==> src/hw/ict_map.svh <==
`ifndef ICT_MAP_SVH
`define ICT_MAP_SVH

// ====================================================
// Timing
`define ICT_CLK_PERIOD_NS 10
`define ICT_CLK_HZ 28'd100000000
`define ICT_US_NS 1000
`define ICT_CYC_PER_US ((`ICT_US_NS + `ICT_CLK_PERIOD_NS - 1) / `ICT_CLK_PERIOD_NS)
`define ICT_RATE_WINDOW_NS 1000000000
`define ICT_RATE_WINDOW_CYC (`ICT_RATE_WINDOW_NS / `ICT_CLK_PERIOD_NS)

// ====================================================
// Trigger kind slots and origin codes
`define ICT_KIND_ACQ 0
`define ICT_KIND_IMAGE 1
`define ICT_KIND_BURST 2
`define ICT_ORIGIN_SOFT 4'h0

// ====================================================
// Reset values
`define ICT_RST_MODE 2'h0
`define ICT_RST_COUNT 16'h0001
`define ICT_RST_RATE 20'h0001e
`define ICT_RST_ROW_RATE 20'h0ea60
`define ICT_RST_EXPOSE_US 20'h003e8
`define ICT_RST_AE 2'h2
`define ICT_RST_POL 3'h3
`define ICT_RST_LATENCY 16'h0000

// ====================================================
// Auto exposure loop
`define ICT_AE_TARGET 8'h80
`define ICT_AE_STEP 20'h00010
`define ICT_AE_MAX_US 20'hfffff
`define ICT_AE_ONCE_FRAMES 4'h4

`endif

==> src/hw/ict_pkg.sv <==
package ict_pkg;
  typedef enum logic [1:0] {MODE_CONTINUOUS, MODE_COUNTED, MODE_ONE_SHOT} ict_mode_t;
  typedef enum logic [2:0] {POL_LEVEL_LOW, POL_LEVEL_HIGH, POL_FALLING, POL_RISING, POL_ANY_EDGE} ict_pol_t;
  typedef enum logic [1:0] {AE_OFF, AE_ONCE, AE_CONTINUOUS} ict_ae_t;
  typedef enum logic {EXP_TIMED, EXP_PULSE_LENGTH} ict_exp_t;
  typedef enum logic [2:0] {ST_IDLE, ST_WAIT_ACQ, ST_ARMED, ST_DELAY, ST_EXPOSE} ict_state_t;
endpackage : ict_pkg

==> src/hw/ict_capture_seq.sv <==
`timescale 1ns/1ps
`include "ict_map.svh"
module ict_capture_seq import ict_pkg::*; #(
  parameter int RATE_WINDOW_CYC = `ICT_RATE_WINDOW_CYC
) (
  // Clock and reset
  input wire logic CORE_CLK,
  input wire logic RST,
  // Host commands, one-cycle strobes
  input wire logic CAPTURE_BEGIN_CMD,
  input wire logic CAPTURE_HALT_CMD,
  input wire logic SOFT_TRIGGER_CMD,
  // Global settings, taken on CFG_WRITE except BURST_FINISH_TRIGGER, which is used live
  input wire logic CFG_WRITE,
  input wire logic [1:0] CAPTURE_MODE_SELECT,
  input wire logic [15:0] MULTI_CAPTURE_COUNT,
  input wire logic [15:0] BURST_CAPTURE_COUNT,
  input wire logic MANUAL_RATE_ENABLE,
  input wire logic [19:0] TARGET_RATE_HZ,
  input wire logic [19:0] ROW_CAPTURE_RATE,
  input wire logic EXPOSURE_CONTROL_SELECT,
  input wire logic [19:0] EXPOSURE_DURATION_US,
  input wire logic [1:0] AUTO_EXPOSURE_REQ,
  input wire logic BURST_FINISH_TRIGGER,
  // Per-kind trigger settings, taken on TRIG_CFG_WRITE
  input wire logic TRIG_CFG_WRITE,
  input wire logic [1:0] TRIGGER_KIND_SELECT,
  input wire logic TRIGGER_ENABLE,
  input wire logic [3:0] TRIGGER_ORIGIN_SELECT,
  input wire logic [2:0] TRIGGER_POLARITY_SELECT,
  input wire logic TRIGGER_DURING_READOUT,
  input wire logic [15:0] TRIGGER_LATENCY_US,
  // Trigger sources
  input wire logic [3:0] TRIG_LINES,
  input wire logic [3:0] USER_OUTPUTS,
  input wire logic [3:0] COUNTER_EVENTS,
  input wire logic [1:0] LOGIC_BLOCKS,
  input wire logic ACTION_EVENT,
  // Image pipeline
  input wire logic READOUT_DONE,
  input wire logic [7:0] LUMA_MEAN,
  // Status
  output logic ACQUISITION_ACTIVE,
  output logic EXPOSURE_ACTIVE,
  output logic READOUT_ACTIVE,
  output logic IMAGE_START,
  output logic ROW_TICK,
  output logic [19:0] ACHIEVED_RATE,
  output logic [1:0] AUTO_EXPOSURE_STATE,
  output logic [19:0] APPLIED_EXPOSURE_US
);
  // ====================================================
  // Settings
  ict_mode_t mode;
  logic [15:0] multi_cnt;
  logic [15:0] burst_cnt;
  logic rate_en;
  logic [19:0] target_rate;
  logic [19:0] row_rate;
  ict_exp_t exp_sel;
  logic [19:0] exp_us;
  ict_ae_t ae_sel;
  logic [19:0] ae_exp;
  logic [3:0] ae_frames;

  always_ff @(posedge CORE_CLK or posedge RST) begin
    if (RST) begin
      mode <= ict_mode_t'(`ICT_RST_MODE);
      multi_cnt <= `ICT_RST_COUNT;
      burst_cnt <= `ICT_RST_COUNT;
      rate_en <= 1'b0;
      target_rate <= `ICT_RST_RATE;
      row_rate <= `ICT_RST_ROW_RATE;
      exp_sel <= EXP_TIMED;
      exp_us <= `ICT_RST_EXPOSE_US;
    end else if (CFG_WRITE) begin
      mode <= ict_mode_t'(CAPTURE_MODE_SELECT);
      multi_cnt <= MULTI_CAPTURE_COUNT;
      burst_cnt <= BURST_CAPTURE_COUNT;
      rate_en <= MANUAL_RATE_ENABLE;
      target_rate <= TARGET_RATE_HZ;
      row_rate <= ROW_CAPTURE_RATE;
      exp_sel <= ict_exp_t'(EXPOSURE_CONTROL_SELECT);
      exp_us <= EXPOSURE_DURATION_US;
    end
  end

  // ====================================================
  // Trigger inputs; pins are synchronised, internal sources are not
  logic [3:0] line_meta;
  logic [3:0] line_sync;
  logic [15:0] sources;
  logic trig_en [3];
  logic ovl [3];
  logic [3:0] origin [3];
  ict_pol_t pol [3];
  logic [15:0] latency [3];
  logic [2:0] fire;
  logic [2:0] det_level;
  logic [2:0] det_event;

  always_ff @(posedge CORE_CLK or posedge RST) begin
    if (RST) begin
      line_meta <= 4'h0;
      line_sync <= 4'h0;
    end else begin
      line_meta <= TRIG_LINES;
      line_sync <= line_meta;
    end
  end

  assign sources = {ACTION_EVENT, LOGIC_BLOCKS, COUNTER_EVENTS, USER_OUTPUTS, line_sync, 1'b0};

  for (genvar k = 0; k < 3; k++) begin : g_kind
    always_ff @(posedge CORE_CLK or posedge RST) begin
      if (RST) begin
        trig_en[k] <= 1'b0;
        ovl[k] <= 1'b0;
        origin[k] <= `ICT_ORIGIN_SOFT;
        pol[k] <= ict_pol_t'(`ICT_RST_POL);
        latency[k] <= `ICT_RST_LATENCY;
      end else if (TRIG_CFG_WRITE && TRIGGER_KIND_SELECT == 2'(k)) begin
        trig_en[k] <= TRIGGER_ENABLE;
        ovl[k] <= TRIGGER_DURING_READOUT;
        origin[k] <= TRIGGER_ORIGIN_SELECT;
        pol[k] <= ict_pol_t'(TRIGGER_POLARITY_SELECT);
        latency[k] <= TRIGGER_LATENCY_US;
      end
    end

    ict_trig_detect u_detect (
      .core_clk(CORE_CLK),
      .rst(RST),
      .sources(sources),
      .soft_pulse(SOFT_TRIGGER_CMD && TRIGGER_KIND_SELECT == 2'(k)),
      .origin(origin[k]),
      .polarity(pol[k]),
      .event_pulse(det_event[k]),
      .level_on(det_level[k])
    );
    assign fire[k] = trig_en[k] & det_event[k];
  end

  // ====================================================
  // Sequencer decode
  ict_state_t state;
  ict_state_t next_state;
  logic [15:0] batch_left;
  logic [15:0] next_batch;
  logic batch_inf;
  logic next_inf;
  logic [15:0] lat;
  logic [15:0] next_lat;
  logic [6:0] us_div;
  logic [19:0] us_cnt;
  logic readout_busy;
  logic pace_pend;
  logic frame_tick;
  logic per_img_on;
  logic burst_on;
  logic framed;
  logic [1:0] fk;
  logic frame_fire;
  logic ovl_sel;
  logic readout_ok;
  logic [15:0] mode_count;
  logic [15:0] burst_len;
  logic [15:0] trig_len;
  logic pending;
  logic can_start;
  logic accept;
  logic start_img;
  logic stop_after;
  logic pulse_mode;
  logic us_tick;
  logic [19:0] exp_raw;
  logic [19:0] exp_eff;
  logic expo_end;
  logic delay_end;
  logic arm_inf;
  logic [15:0] arm_batch;

  // Per-image wins when both frame-level kinds are enabled
  assign per_img_on = trig_en[`ICT_KIND_IMAGE];
  assign burst_on = trig_en[`ICT_KIND_BURST] & ~per_img_on;
  assign framed = per_img_on | burst_on;
  assign fk = per_img_on ? 2'(`ICT_KIND_IMAGE) : 2'(`ICT_KIND_BURST);
  assign frame_fire = framed & fire[fk];
  assign ovl_sel = ovl[fk];
  assign readout_ok = ~readout_busy | ovl_sel;
  assign mode_count = (mode == MODE_ONE_SHOT) ? 16'h0001 :
      (mode == MODE_COUNTED) ? multi_cnt : 16'h0000;
  assign burst_len = (mode != MODE_CONTINUOUS) ? mode_count :
      (BURST_FINISH_TRIGGER ? 16'h0001 : burst_cnt);
  assign trig_len = !per_img_on ? burst_len :
      ((mode == MODE_CONTINUOUS) ? 16'h0001 : mode_count);
  assign pending = batch_inf | (batch_left != 16'h0000);
  assign can_start = pending & readout_ok & (~rate_en | pace_pend);
  assign accept = ~pending & frame_fire & readout_ok;
  assign start_img = state == ST_ARMED && !CAPTURE_HALT_CMD && can_start;
  assign stop_after = ~burst_on & (~per_img_on | (mode != MODE_CONTINUOUS));
  assign arm_inf = ~framed & (mode == MODE_CONTINUOUS);
  assign arm_batch = framed ? 16'h0000 : mode_count;
  assign pulse_mode = (exp_sel == EXP_PULSE_LENGTH) & framed;
  assign us_tick = (us_div == 7'(`ICT_CYC_PER_US - 1));
  assign exp_raw = (ae_sel != AE_OFF) ? ae_exp : exp_us;
  assign exp_eff = (exp_raw == 20'h00000) ? 20'h00001 : exp_raw;
  assign expo_end = (state == ST_EXPOSE) && (pulse_mode ? ~det_level[fk] :
      (us_tick && (us_cnt + 20'h00001) >= exp_eff));
  assign delay_end = (state == ST_DELAY) && us_tick && (us_cnt + 20'h00001) >= {4'h0, lat};

  always_comb begin
    next_state = state;
    next_batch = batch_left;
    next_inf = batch_inf;
    next_lat = lat;
    if (CAPTURE_HALT_CMD) begin
      next_state = ST_IDLE;
      next_batch = 16'h0000;
      next_inf = 1'b0;
      next_lat = 16'h0000;
    end else begin
      case (state)
        ST_IDLE: if (CAPTURE_BEGIN_CMD) begin
          if (trig_en[`ICT_KIND_ACQ]) begin
            next_state = ST_WAIT_ACQ;
          end else begin
            next_state = ST_ARMED;
            next_batch = arm_batch;
            next_inf = arm_inf;
          end
        end
        ST_WAIT_ACQ: if (fire[`ICT_KIND_ACQ]) begin
          next_state = ST_ARMED;
          next_batch = arm_batch;
          next_inf = arm_inf;
          next_lat = latency[`ICT_KIND_ACQ];
        end
        ST_ARMED: if (accept) begin
          next_batch = trig_len;
          next_lat = latency[fk];
        end else if (can_start) begin
          next_batch = batch_inf ? batch_left : batch_left - 16'h0001;
          next_state = (lat != 16'h0000) ? ST_DELAY : ST_EXPOSE;
        end
        ST_DELAY: if (delay_end) begin
          next_state = ST_EXPOSE;
          next_lat = 16'h0000;
        end
        ST_EXPOSE: if (expo_end) begin
          next_state = (!pending && stop_after) ? ST_IDLE : ST_ARMED;
        end
        default: next_state = ST_IDLE;
      endcase
    end
  end

  // ====================================================
  // Sequencer state
  always_ff @(posedge CORE_CLK or posedge RST) begin
    if (RST) begin
      state <= ST_IDLE;
      batch_left <= 16'h0000;
      batch_inf <= 1'b0;
      lat <= 16'h0000;
    end else begin
      state <= next_state;
      batch_left <= next_batch;
      batch_inf <= next_inf;
      lat <= next_lat;
    end
  end

  // Microsecond base restarts on every state change so waits are exact
  always_ff @(posedge CORE_CLK or posedge RST) begin
    if (RST) begin
      us_div <= 7'h00;
      us_cnt <= 20'h00000;
    end else begin
      us_div <= (next_state != state || us_tick) ? 7'h00 : us_div + 7'h01;
      us_cnt <= (next_state != state) ? 20'h00000 : (us_tick ? us_cnt + 20'h00001 : us_cnt);
    end
  end

  // Set wins over clear for both flags
  always_ff @(posedge CORE_CLK or posedge RST) begin
    if (RST) begin
      readout_busy <= 1'b0;
      pace_pend <= 1'b0;
      IMAGE_START <= 1'b0;
      APPLIED_EXPOSURE_US <= 20'h00000;
    end else begin
      readout_busy <= expo_end | (readout_busy & ~READOUT_DONE);
      pace_pend <= rate_en & (frame_tick | (pace_pend & ~start_img));
      IMAGE_START <= start_img;
      APPLIED_EXPOSURE_US <= exp_eff;
    end
  end

  ict_rate_gen u_frame_rate (
    .core_clk(CORE_CLK),
    .rst(RST),
    .enable(rate_en),
    .rate_hz(target_rate),
    .tick(frame_tick)
  );

  ict_rate_gen u_row_rate (
    .core_clk(CORE_CLK),
    .rst(RST),
    .enable(readout_busy),
    .rate_hz(row_rate),
    .tick(ROW_TICK)
  );

  // ====================================================
  // Auto exposure: nudges toward mid grey once per finished timed image
  logic ae_step;
  assign ae_step = expo_end && !pulse_mode && ae_sel != AE_OFF;

  always_ff @(posedge CORE_CLK or posedge RST) begin
    if (RST) begin
      ae_sel <= ict_ae_t'(`ICT_RST_AE);
      ae_exp <= `ICT_RST_EXPOSE_US;
      ae_frames <= 4'h0;
    end else if (CFG_WRITE) begin
      ae_sel <= ict_ae_t'(AUTO_EXPOSURE_REQ);
      ae_exp <= EXPOSURE_DURATION_US;
      ae_frames <= 4'h0;
    end else if (ae_step) begin
      if (LUMA_MEAN < `ICT_AE_TARGET && ae_exp <= `ICT_AE_MAX_US - `ICT_AE_STEP) begin
        ae_exp <= ae_exp + `ICT_AE_STEP;
      end else if (LUMA_MEAN > `ICT_AE_TARGET && ae_exp > `ICT_AE_STEP) begin
        ae_exp <= ae_exp - `ICT_AE_STEP;
      end
      if (ae_sel == AE_ONCE && ae_frames == `ICT_AE_ONCE_FRAMES - 4'h1) begin
        ae_sel <= AE_OFF;
      end
      ae_frames <= ae_frames + 4'h1;
    end
  end

  // ====================================================
  // Achieved rate: images finished per one-second window
  logic [31:0] win_cnt;
  logic [19:0] win_frames;

  always_ff @(posedge CORE_CLK or posedge RST) begin
    if (RST) begin
      win_cnt <= 32'h00000000;
      win_frames <= 20'h00000;
      ACHIEVED_RATE <= 20'h00000;
    end else if (win_cnt == 32'(RATE_WINDOW_CYC - 1)) begin
      win_cnt <= 32'h00000000;
      win_frames <= 20'h00000;
      ACHIEVED_RATE <= win_frames + {19'h00000, expo_end};
    end else begin
      win_cnt <= win_cnt + 32'h00000001;
      win_frames <= win_frames + {19'h00000, expo_end};
    end
  end

  assign ACQUISITION_ACTIVE = (state != ST_IDLE);
  assign EXPOSURE_ACTIVE = (state == ST_EXPOSE);
  assign READOUT_ACTIVE = readout_busy;
  assign AUTO_EXPOSURE_STATE = ae_sel;

  // ====================================================
  // Checks
  logic [31:0] phase_cyc;
  always_ff @(posedge CORE_CLK or posedge RST) begin
    if (RST) begin
      phase_cyc <= 32'h00000000;
    end else begin
      phase_cyc <= (next_state != state) ? 32'h00000000 : phase_cyc + 32'h00000001;
    end
  end
endmodule : ict_capture_seq

==> src/hw/ict_rate_gen.sv <==
`timescale 1ns/1ps
`include "ict_map.svh"
module ict_rate_gen (
  // Clock and reset
  input wire logic core_clk,
  input wire logic rst,
  // Rate in hertz, ticks only while enabled
  input wire logic enable,
  input wire logic [19:0] rate_hz,
  // One pulse per period
  output logic tick
);
  // Phase accumulator gives exact average rate with no divider
  logic [27:0] acc;
  logic [27:0] sum;

  assign sum = acc + {8'h00, rate_hz};

  always_ff @(posedge core_clk or posedge rst) begin
    if (rst) begin
      acc <= 28'h0000000;
      tick <= 1'b0;
    end else if (!enable) begin
      acc <= 28'h0000000;
      tick <= 1'b0;
    end else if (sum >= `ICT_CLK_HZ) begin
      acc <= sum - `ICT_CLK_HZ;
      tick <= 1'b1;
    end else begin
      acc <= sum;
      tick <= 1'b0;
    end
  end
endmodule : ict_rate_gen

==> src/hw/ict_trig_detect.sv <==
`timescale 1ns/1ps
`include "ict_map.svh"
module ict_trig_detect import ict_pkg::*; (
  // Clock and reset
  input wire logic core_clk,
  input wire logic rst,
  // Sources, all on core_clk
  input wire logic [15:0] sources,
  input wire logic soft_pulse,
  // Selection for this trigger kind
  input wire logic [3:0] origin,
  input wire ict_pol_t polarity,
  // Result
  output logic event_pulse,
  output logic level_on
);
  logic sig;
  logic prev;
  logic is_soft;
  logic hit;
  logic active_low;

  assign is_soft = (origin == `ICT_ORIGIN_SOFT);
  assign sig = sources[origin];
  assign active_low = (polarity == POL_LEVEL_LOW) || (polarity == POL_FALLING);
  assign hit = is_soft ? soft_pulse :
      (polarity == POL_LEVEL_LOW) ? ~sig :
      (polarity == POL_LEVEL_HIGH) ? sig :
      (polarity == POL_FALLING) ? (prev & ~sig) :
      (polarity == POL_RISING) ? (~prev & sig) :
      (polarity == POL_ANY_EDGE) ? (prev ^ sig) : 1'b0;

  always_ff @(posedge core_clk or posedge rst) begin
    if (rst) begin
      prev <= 1'b0;
      event_pulse <= 1'b0;
      level_on <= 1'b0;
    end else begin
      prev <= sig;
      event_pulse <= hit;
      level_on <= ~is_soft & (active_low ? ~sig : sig);
    end
  end
endmodule : ict_trig_detect

==> config.mk <==
export PLATFORM = sky130hd
export DESIGN_NAME = ict_capture_seq
export DESIGN_NICKNAME = d
export VERILOG_FILES = /design/src/hw/ict_pkg.sv /design/src/hw/ict_capture_seq.sv /design/src/hw/ict_rate_gen.sv /design/src/hw/ict_trig_detect.sv
export VERILOG_INCLUDE_DIRS = /design/src /design/src/hw
export SDC_FILE = /design/constraint.sdc
export NUM_CORES = 1
export LEC_CHECK = 0
export BUFFER_PORTS_ARGS = -buffer_cell sky130_fd_sc_hd__buf_2
export CELL_PAD_IN_SITES_DETAIL_PLACEMENT = 0
export CELL_PAD_IN_SITES_GLOBAL_PLACEMENT = 2
export CORE_MARGIN = 1.5
export CORE_UTILIZATION = 40
export CTS_CLUSTER_DIAMETER = 150
export DETAILED_ROUTE_END_ITERATION = 8
export PLACE_DENSITY_LB_ADDON = 0.25
export SLEW_MARGIN = 20
export SYNTH_ARGS = -nofsm -noshare
export SYNTH_HDL_FRONTEND = slang
export SYNTH_SLANG_ARGS = --single-unit
==> constraint.sdc <==
create_clock -name CORE_CLK -period 18.5 [get_ports CORE_CLK]
set_input_delay 4.625 -clock CORE_CLK [delete_from_list [all_inputs] [get_ports CORE_CLK]]
set_output_delay 4.625 -clock CORE_CLK [all_outputs]
set_load 0.05 [all_outputs]
# Yosys cells after proc, flatten, opt, wreduce, memory -nomap -nowiden
# Cells that the tools add are included.
# word_totals
regBits	430
elab_cells	315
# op_classes
eq_ne	32
n_lt_le_gt_ge	13
bitwise	53
n_mux	99
addsub	12
n_reduce_logical	52
# op_table
op	n
2-to-1 mux 16 bit	20
2-to-1 mux 20 bit	9
2-to-1 mux 28 bit	4
one-hot mux 16 bit (3 select lines)	2
adder 28 x 20 -> 28 bit	2
>= comparator 28 x 27 -> 1 bit (second input constant)	2
subtractor 28 x 27 -> 28 bit (second input constant)	2
2-to-1 mux 1 bit	37
adder 32 x 1 -> 32 bit (second input constant)	1
binary-select mux 16 bit (select 2 bit)	1
equality test 32 x 27 -> 1 bit (second input constant)	1
2-to-1 mux 32 bit	1
nonzero test 16 bit	2
AND 1 bit	24
equality test 3 x 2 -> 1 bit (second input constant)	8
2-to-1 mux 3 bit	8
adder 20 x 1 -> 20 bit	1
adder 20 x 1 -> 20 bit (second input constant)	1
adder 20 x 5 -> 20 bit (second input constant)	1
>= comparator 20 x 16 -> 1 bit	1
>= comparator 20 bit	1
greater-than comparator 20 x 5 -> 1 bit (second input constant)	1
<= comparator 20 bit (second input constant)	1
logical NOT 20 bit	1
other kinds (41)	129

# Longest topological paths before layout
# Gate-level depths: netlist of the first run.
# depth
depth_word	15
mapped_depth	22

# By module
# A second synthesis of the first run with hierarchy kept.
# hier_totals
cells_unflattened	2415
hier_area_um2	24778.8
# modules_own_cells
mod	n_inst	cells_per_inst	area_per_inst_um2
ict_capture_seq	1	1653	18104.9
ict_rate_gen (u_frame_rate)	1	351	2939.1
ict_rate_gen (u_row_rate)	1	312	2698.8
ict_trig_detect	3	33	345.3

# Worst setup path before layout of the first run
# No wires, ideal clock.
# synth_timing
path_kind	input to register
from	input LUMA_MEAN[2]
to	register ae_exp[10]
setup_time_ns	0.125
path_buffers	2
path_stages	10
required_ns	18.375
arrival_time_ns	6.631
setup_slack_ns	11.744
cell_sequence	or4_1 -> o41ai_1 -> a31oi_1 -> nor2_1 -> or4b_1 -> clkbuf_1 -> clkbuf_1 -> nor2_1 -> xor2_1 -> mux2_2
# synth_via
elab_chain_cells	5
word_cells_on_any_way	9
cone_classes	order compare: 2; mux: 3; reduce/logical: 4
# synth_lines
item	line	rtl
start, declared	ict_capture_seq.sv:41	input wire logic [7:0] LUMA_MEAN,
less-than comparator 8 bit (no line)	n/a	
logical AND 1 bit (no line)	n/a	
2-to-1 mux 20 bit	ict_capture_seq.sv:331	if (LUMA_MEAN < `ICT_AE_TARGET && ae_exp <= `ICT_AE_MAX_US - `ICT_AE_STEP) begin
2-to-1 mux 20 bit	ict_capture_seq.sv:330	end else if (ae_step) begin
2-to-1 mux 20 bit	ict_capture_seq.sv:326	end else if (CFG_WRITE) begin
end signal, assigned	ict_capture_seq.sv:324	ae_exp <= `ICT_RST_EXPOSE_US;
end signal, assigned	ict_capture_seq.sv:332	ae_exp <= ae_exp + `ICT_AE_STEP;
end signal, assigned	ict_capture_seq.sv:334	ae_exp <= ae_exp - `ICT_AE_STEP;
end, declared	ict_capture_seq.sv:63	logic [19:0] ae_exp;
# Several ways; a longest one is shown, not always the timed one. The select of a mux whose other input is x is not followed.
# A chain may end at the register's enable or synchronous reset.

# Final worst setup path of the first run
# layout_timing
from	register state[2]
to	output EXPOSURE_ACTIVE
# layout_via
elab_chain_cells	1
# layout_lines
item	line	rtl
start, declared	ict_capture_seq.sv:146	ict_state_t state;
start signal, assigned	ict_capture_seq.sv:267	state <= next_state;
equality test 3 bit	ict_capture_seq.sv:364	assign EXPOSURE_ACTIVE = (state == ST_EXPOSE);
end, declared	ict_capture_seq.sv:44	output logic EXPOSURE_ACTIVE,
# No other way between the ends.

==> flow_summary.ini, run 1 <==
[sta]
achievable-frequency_mhz = 149
finalCritPeriodShare = 0.363
clock-skew-final_ns = 0.0136
timing_hold_violations_final = 0
setup_tns_ns = 0
final_max_slew_viol_count = 0
unrepaired_setup_endpoints_after_global_routing = no
remaining_max_slew_budget_at_the_tightest_pin = 0.323
timing.final.crit_period_ns = 6.71
final.hold.worst_slack_ns = 0.351
setup-violations-final = 0
max_slew.worst_pin.slew_ns = 1.01

[worst_setup_path]
worst-path-max-fanout = 13
wp_data_required_ns = 13.88
worst-endpoint-arrival_ns = 2.09
crit_path_start_kind = flip-flop
crit_type = flip-flop to output pin
setup.worst_path.end_class = output pin

[power_and_ir_drop]
power.net_switching_w = 0.00101
power_frac_seq = 0.370
switching_fraction = 0.325
design_power_total_w = 0.00311
power_frac_comb = 0.274
share_clk_of_total_power = 0.357
intPower_w = 0.00210
power_density_mw_per_mm2 = 112
peakVddDrop_mv = 0.0866
total_leakage_power_nw = 12.4

[synth]
ys_seq_elements = 428
synth.net_count = 2610
netlist_instances = 2355
synth_flop_cell = dfrtp_1
async_flop_share = 1.00
synth_area_per_cell_um2 = 10.2
yosysWarningCount = 0
post_synth_instance_area_mm2 = 0.0241
synth_cell_type_count = 104
synth_seq_area_share = 0.446
synth-edff-count = 0

[cts]
cts.htree.levels = 2
clk_pin_slew_worst_paths_ns = 0.06
hold_fix_buffers_cts = 0
clock_sink_count = 428
numCtsBuffers = 50
clkLatencyLatePin_ns = 0.60
clk_root_buffer_cell = clkbuf_16
tritoncts = yes
post_cts.repair.setup_buffers = 0
post_cts_resize_count = 0
ctsLongestPathBuffers = 3

[placed_design]
post-dp-hpwl_mm = 45.0
dpl-instance-area_mm2 = 0.0259
numPlacedInstances = 3253
placement.io_buffers = 203
gp_congestion = 0.877

[run_status]
status = finished with violations
failed_checks = design-rule violations

[global_routing]
number_of_global_route_vias_before_repair = 18506
number_of_antenna_violations_at_the_first_check_in_global_routing = 7
maximum_number_of_pins_on_one_net_before_global_route_repair = 163
grt.total_usage = 0.203
global_route_wire_length_before_repair_mm = 102
globalRouteOverflowTotal = 0

[job]
drv.max_cap_violation_count = 0

[floorplanning]
die_width_um = 248
core_mm2 = 0.0592
dieHeight_um = 248
start_util = 0.407
die_area_mm2 = 0.0617
placementRows = 89
num_io_pins = 204

[detailed_routing]
finalWirelength_mm = 62.5
detailedRoute.firstIterationViolations = 858
drc_errors = 18
via_count = 18221
antenna_violating_nets_post_route = 0
avgViaCountPerCell = 5.44
drt-wirelength-per-cell_um = 18.6
drt-pass1-iter-count = 7

[cells_and_area]
final_cells = 3351
final.fill_count = 5604
final_cell_area_mm2 = 0.0277
final_layout_size_suffix_gt1_frac = 0.231
design.final.nets = 2787
syn2layout_area_growth_pct = 15.1

[min_path]
hp-class = flip-flop to flip-flop
[sequential cells by signal, summed over array words and instances, names as in the netlist, 28 cells and up]
signal	count
latency	48
win_cnt	32
u_frame_rate.acc	28
u_row_rate.acc	28
[logic make-up after synthesis]
group / Yosys count / share of synthesized area
AO/OA/AOI/OAI: 466 / 0.126
XOR/XNOR: 178 / 0.0650
adder cells (fa/ha/maj): 98 / 0.0515
buffers and inverters: 203 / 0.0342
flip-flops: 428 / 0.446
multiplexers: 241 / 0.115
AND/OR/NAND/NOR: 741 / 0.162
[final cells by class]
class	count	area, um^2	share of cell area
multi-input combinational	1724	12600	0.453
sequential	428	10800	0.388
clock buffer	72	1490	0.0536
timing repair buffer	224	1200	0.0433
tap	773	967	0.0349
inverter	104	398	0.0143
clock inverter	22	372	0.0134
antenna	4	10.0	0.000361
[metrics by stage]
| stage | setup WS (ns) | util |
|---|---|---|
| global placement | 11.25 | 0.437 |
| finish | 11.79 | 0.468 |
| CTS | 11.71 | 0.468 |
| global route | 11.65 | 0.468 |
| detailed placement | 11.23 | 0.437 |
| floorplan | 2.01 | - |
[synthesized netlist by cell type, types with 27 or more instances]
master      n  area (um^2)
mux2_2    169         1900
xnor2_1    90          788
xor2_1     87          762
ha_1       96         1200
nand3_1    53          265
nor3_1     46          230
a21o_1     31          233
clkbuf_1   79          297
a21oi_1   116          581
and2_1     50          313
dfrtp_1   396         9910
nand4_1    41          257
nor4_1     27          169
mux2i_1    59          591
o21ai_0   134          671
inv_1     104          390
nor2_1    180          676
nand2_1   177          664
dfstp_2    32          841
[critical path, cell delays in order (launching register included)]
cell and delay [ns]:
dfrtp_1 0.57, nor3b_1 0.55, buf_2 0.37
[path summary, 6_finish.rpt]
check | startpoint | to | slack, ns | depth (start not counted)
min in group asynchronous | RST | ACHIEVED_RATE[1] | 4.14 | 2
hold / removal | line_meta[2] | line_sync[2] | 0.35 | 0
setup reg to reg | AUTO_EXPOSURE_STATE[0] | ACHIEVED_RATE[18] | 12.43 | 23
max in group asynchronous | RST | burst_cnt[11] | 12.22 | 4
hold reg to reg | line_meta[2] | line_sync[2] | 0.35 | 0
setup / recovery | state[2] | EXPOSURE_ACTIVE | 11.79 | 2
[routing by layer]
| layer | up-vias | GRT usage | wire [um] |
|---|---|---|---|
| met1 | 9060 | 0.280 | 29400 |
| li1 | 8799 | - | - |
| met5 | - | 0 | 23 |
| met2 | 279 | 0.335 | 29900 |
| met4 | 4 | 0.0547 | 1050 |
| met3 | 79 | 0.0287 | 2180 |
[cells in the final DEF, fill, tap and decap left out, drive strengths merged, types with 90 or more instances in the layout]
cell and instances:
ha 96, dfrtp 396, nor2 202, nand2 179, buf 224, xnor2 90, inv 104, o21ai 144
a21oi 122, mux2 170
[power by group through the flow]
stage	logic [W]	clock network [W]	registers, W
after floorplan	0.000651	0	0.00115
after global placement	0.000840	0	0.00116
after detailed placement	0.000850	0	0.00117
after CTS	0.000856	0.00114	0.00115
after global routing	0.000950	0.00117	0.00117
final	0.000851	0.00111	0.00115
Note: power is estimated with default switching activity, not from simulation.
==> inputs of run 2 (changes only) <==
==> constraint.sdc (replaced) <==
create_clock -name CORE_CLK -period 6.2 [get_ports CORE_CLK]
set_input_delay 1.55 -clock CORE_CLK [delete_from_list [all_inputs] [get_ports CORE_CLK]]
set_output_delay 1.55 -clock CORE_CLK [all_outputs]
set_load 0.05 [all_outputs]
==> flow_summary.ini, run 2 (synthesized netlist as in run 1, its figures left out) <==
[sta]
clock-skew-final_ns = 0.0258
final_max_slew_viol_count = 0
max_slew.worst_pin.slew_ns = 1.11
achievable-frequency_mhz = 182
timing_hold_violations_final = 0
setup-violations-final = 0
remaining_max_slew_budget_at_the_tightest_pin = 0.262
timing.final.crit_period_ns = 5.51
final.hold.worst_slack_ns = 0.345
unrepaired_setup_endpoints_after_global_routing = no
finalCritPeriodShare = 0.888
setup_tns_ns = 0
fin_ws_ns = 0.692

[detailed_routing]
drt-pass1-iter-count = 9
via_count = 18317
finalWirelength_mm = 63.1
drt-wirelength-per-cell_um = 18.8
drc_errors = 7
wl_met2_mm = 29.8
routed.top_layer = met5
met1_length_mm = 28.9
routed-wl-met3_mm = 2.67
antenna_violating_nets_post_route = 0
avgViaCountPerCell = 5.46
detailedRoute.firstIterationViolations = 1091

[cts]
hold_fix_buffers_cts = 0
clk_root_buffer_cell = clkbuf_16
ctsLongestPathBuffers = 3
post_cts_resize_count = 0
cts.htree.levels = 2
tritoncts = yes
clk_pin_slew_worst_paths_ns = 0.06
clkLatencyLatePin_ns = 0.60
clock_sink_count = 428
post_cts.repair.setup_buffers = 0
numCtsBuffers = 50

[power_and_ir_drop]
peakVddDrop_mv = 0.304
power_frac_seq = 0.380
intPower_w = 0.00603
power.net_switching_w = 0.00300
total_leakage_power_nw = 12.3
share_clk_of_total_power = 0.340
power_density_mw_per_mm2 = 327
power_frac_comb = 0.280
switching_fraction = 0.332
design_power_total_w = 0.00903

[floorplanning]
num_io_pins = 204
die_area_mm2 = 0.0617
core_mm2 = 0.0592
dieHeight_um = 248
placementRows = 89
start_util = 0.407
die_width_um = 248

[global_routing]
grt.total_usage = 0.206
maximum_number_of_pins_on_one_net_before_global_route_repair = 159
number_of_antenna_violations_at_the_first_check_in_global_routing = 10
global_route_wire_length_before_repair_mm = 103
globalRouteOverflowTotal = 0
number_of_global_route_vias_before_repair = 18734

[cells_and_area]
layout_common_cells = dfrtp_1 (396), buf_2 (202), nor2_1 (179)
top_regs = latency (48), win_cnt (32)
final_layout_size_suffix_gt1_frac = 0.230
design.final.nets = 2791
top_register_by_number_of_flip_flops = latency
final.fill_count = 5586
most_common_cell_after_layout_fill_and_taps_aside = dfrtp_1
syn2layout_area_growth_pct = 14.7
largest_register_ff_count = 48

[placed_design]
gp_congestion = 0.842
post-dp-hpwl_mm = 46.3
place_ws_ns = 0.686
placement.io_buffers = 203

[worst_setup_path]
wp_data_required_ns = 6.65
crit_path_top_delay_cell = a221o_2
crit_type = flip-flop to flip-flop
crit_path_cell_trace = nor2_2 -> buf_4 -> mux2i_1 -> nand4_1 -> or3_1 -> o31ai_1 -> ha_1 -> nand2b_1 -> a21o_1 -> a21o_1 -> a21o_1 -> a21o_1 -> a211oi_1 -> o41a_1 -> o21ai_0 -> nor2_1 -> a221o_2 -> buf_4 -> a21oi_1
ff2ff_setup_slack_ns = 0.69
path_common_cell = a21o_1
path_delay_family = compound AO/OA/AOI/OAI gates
worst-endpoint-arrival_ns = 5.96
timing.reg2reg.worst_path_depth = 19
timing.rr.start = AUTO_EXPOSURE_STATE[0]
crit_path_start_kind = flip-flop
setup.worst_path.end_class = flip-flop
critical-path-max-stage-delay_ns = 0.69
timing.critical_path.buf_inv = 2
rr_endpoint = us_cnt[1]
worst-path-max-fanout = 20

[min_path]
hp-class = flip-flop to flip-flop
hold_path.startpoint = line_meta[1]
min_delay_worst_endpoint = line_sync[1]
whs_path_depth = 0

[run_status]
failed_checks = design-rule violations
status = finished with violations

[job]
drv.max_cap_violation_count = 0
## run 2: cell count changes in the layout (fill, tap and decap cells not counted), moves of 2 or more
| cell | before | now |
|---|---|---|
| buf_4 | 20 | 24 |
| bufinv_16 | 10 | 4 |
| clkbuf_8 | 9 | 11 |
| clkbuf_1 | 10 | 15 |
## run 2: area by class of cell
class                      instances  area [um^2]  area share
multi-input combinational       1724        12600       0.455
sequential                       428        10800       0.389
clock buffer                      79         1530      0.0555
timing repair buffer             228         1230      0.0446
tap                              773          967      0.0350
inverter                         104          394      0.0143
clock inverter                    15          184     0.00666
antenna                            5         12.5    0.000453
## run 2: power by group through the flow
| stage | clock network [W] | logic [W] | registers [W] |
|---|---|---|---|
| after floorplan | 0 | 0.00194 | 0.00344 |
| after global placement | 0 | 0.00249 | 0.00347 |
| after detailed placement | 0 | 0.00253 | 0.00348 |
| after CTS | 0.00318 | 0.00254 | 0.00343 |
| after global routing | 0.00328 | 0.00282 | 0.00348 |
| final | 0.00307 | 0.00253 | 0.00343 |
## run 2: per-stage QoR
step           utilization  cell area [um^2]  instances
2_1_floorplan            -             24100       2355
3_3_place_gp         0.437             25900       3257
3_5_place_dp         0.437             25900       3257
4_1_cts              0.466             27600       3351
5_1_grt              0.466             27600       3356
6_report             0.466             27600       3356
## run 2: worst max path at each step
stage / end / slack, ns / startpoint / cells after the start
after global placement: us_cnt[17] / 0.77 / AUTO_EXPOSURE_STATE[0] / 19
after CTS: us_cnt[1] / 0.63 / AUTO_EXPOSURE_STATE[0] / 19
after floorplan: ACHIEVED_RATE[0] / -1.10 / RST / 1
after global routing: us_cnt[17] / 0.31 / AUTO_EXPOSURE_STATE[0] / 19
final: us_cnt[1] / 0.69 / AUTO_EXPOSURE_STATE[0] / 19
after detailed placement: us_cnt[17] / 0.69 / AUTO_EXPOSURE_STATE[0] / 19
## run 2: routing by layer
metal  vias to the layer above  global-route usage
li1                       8786                   -
met1                      9085               0.278
met2                       342               0.336
met3                        96              0.0322
met4                         8              0.0712
met5                         -                   0
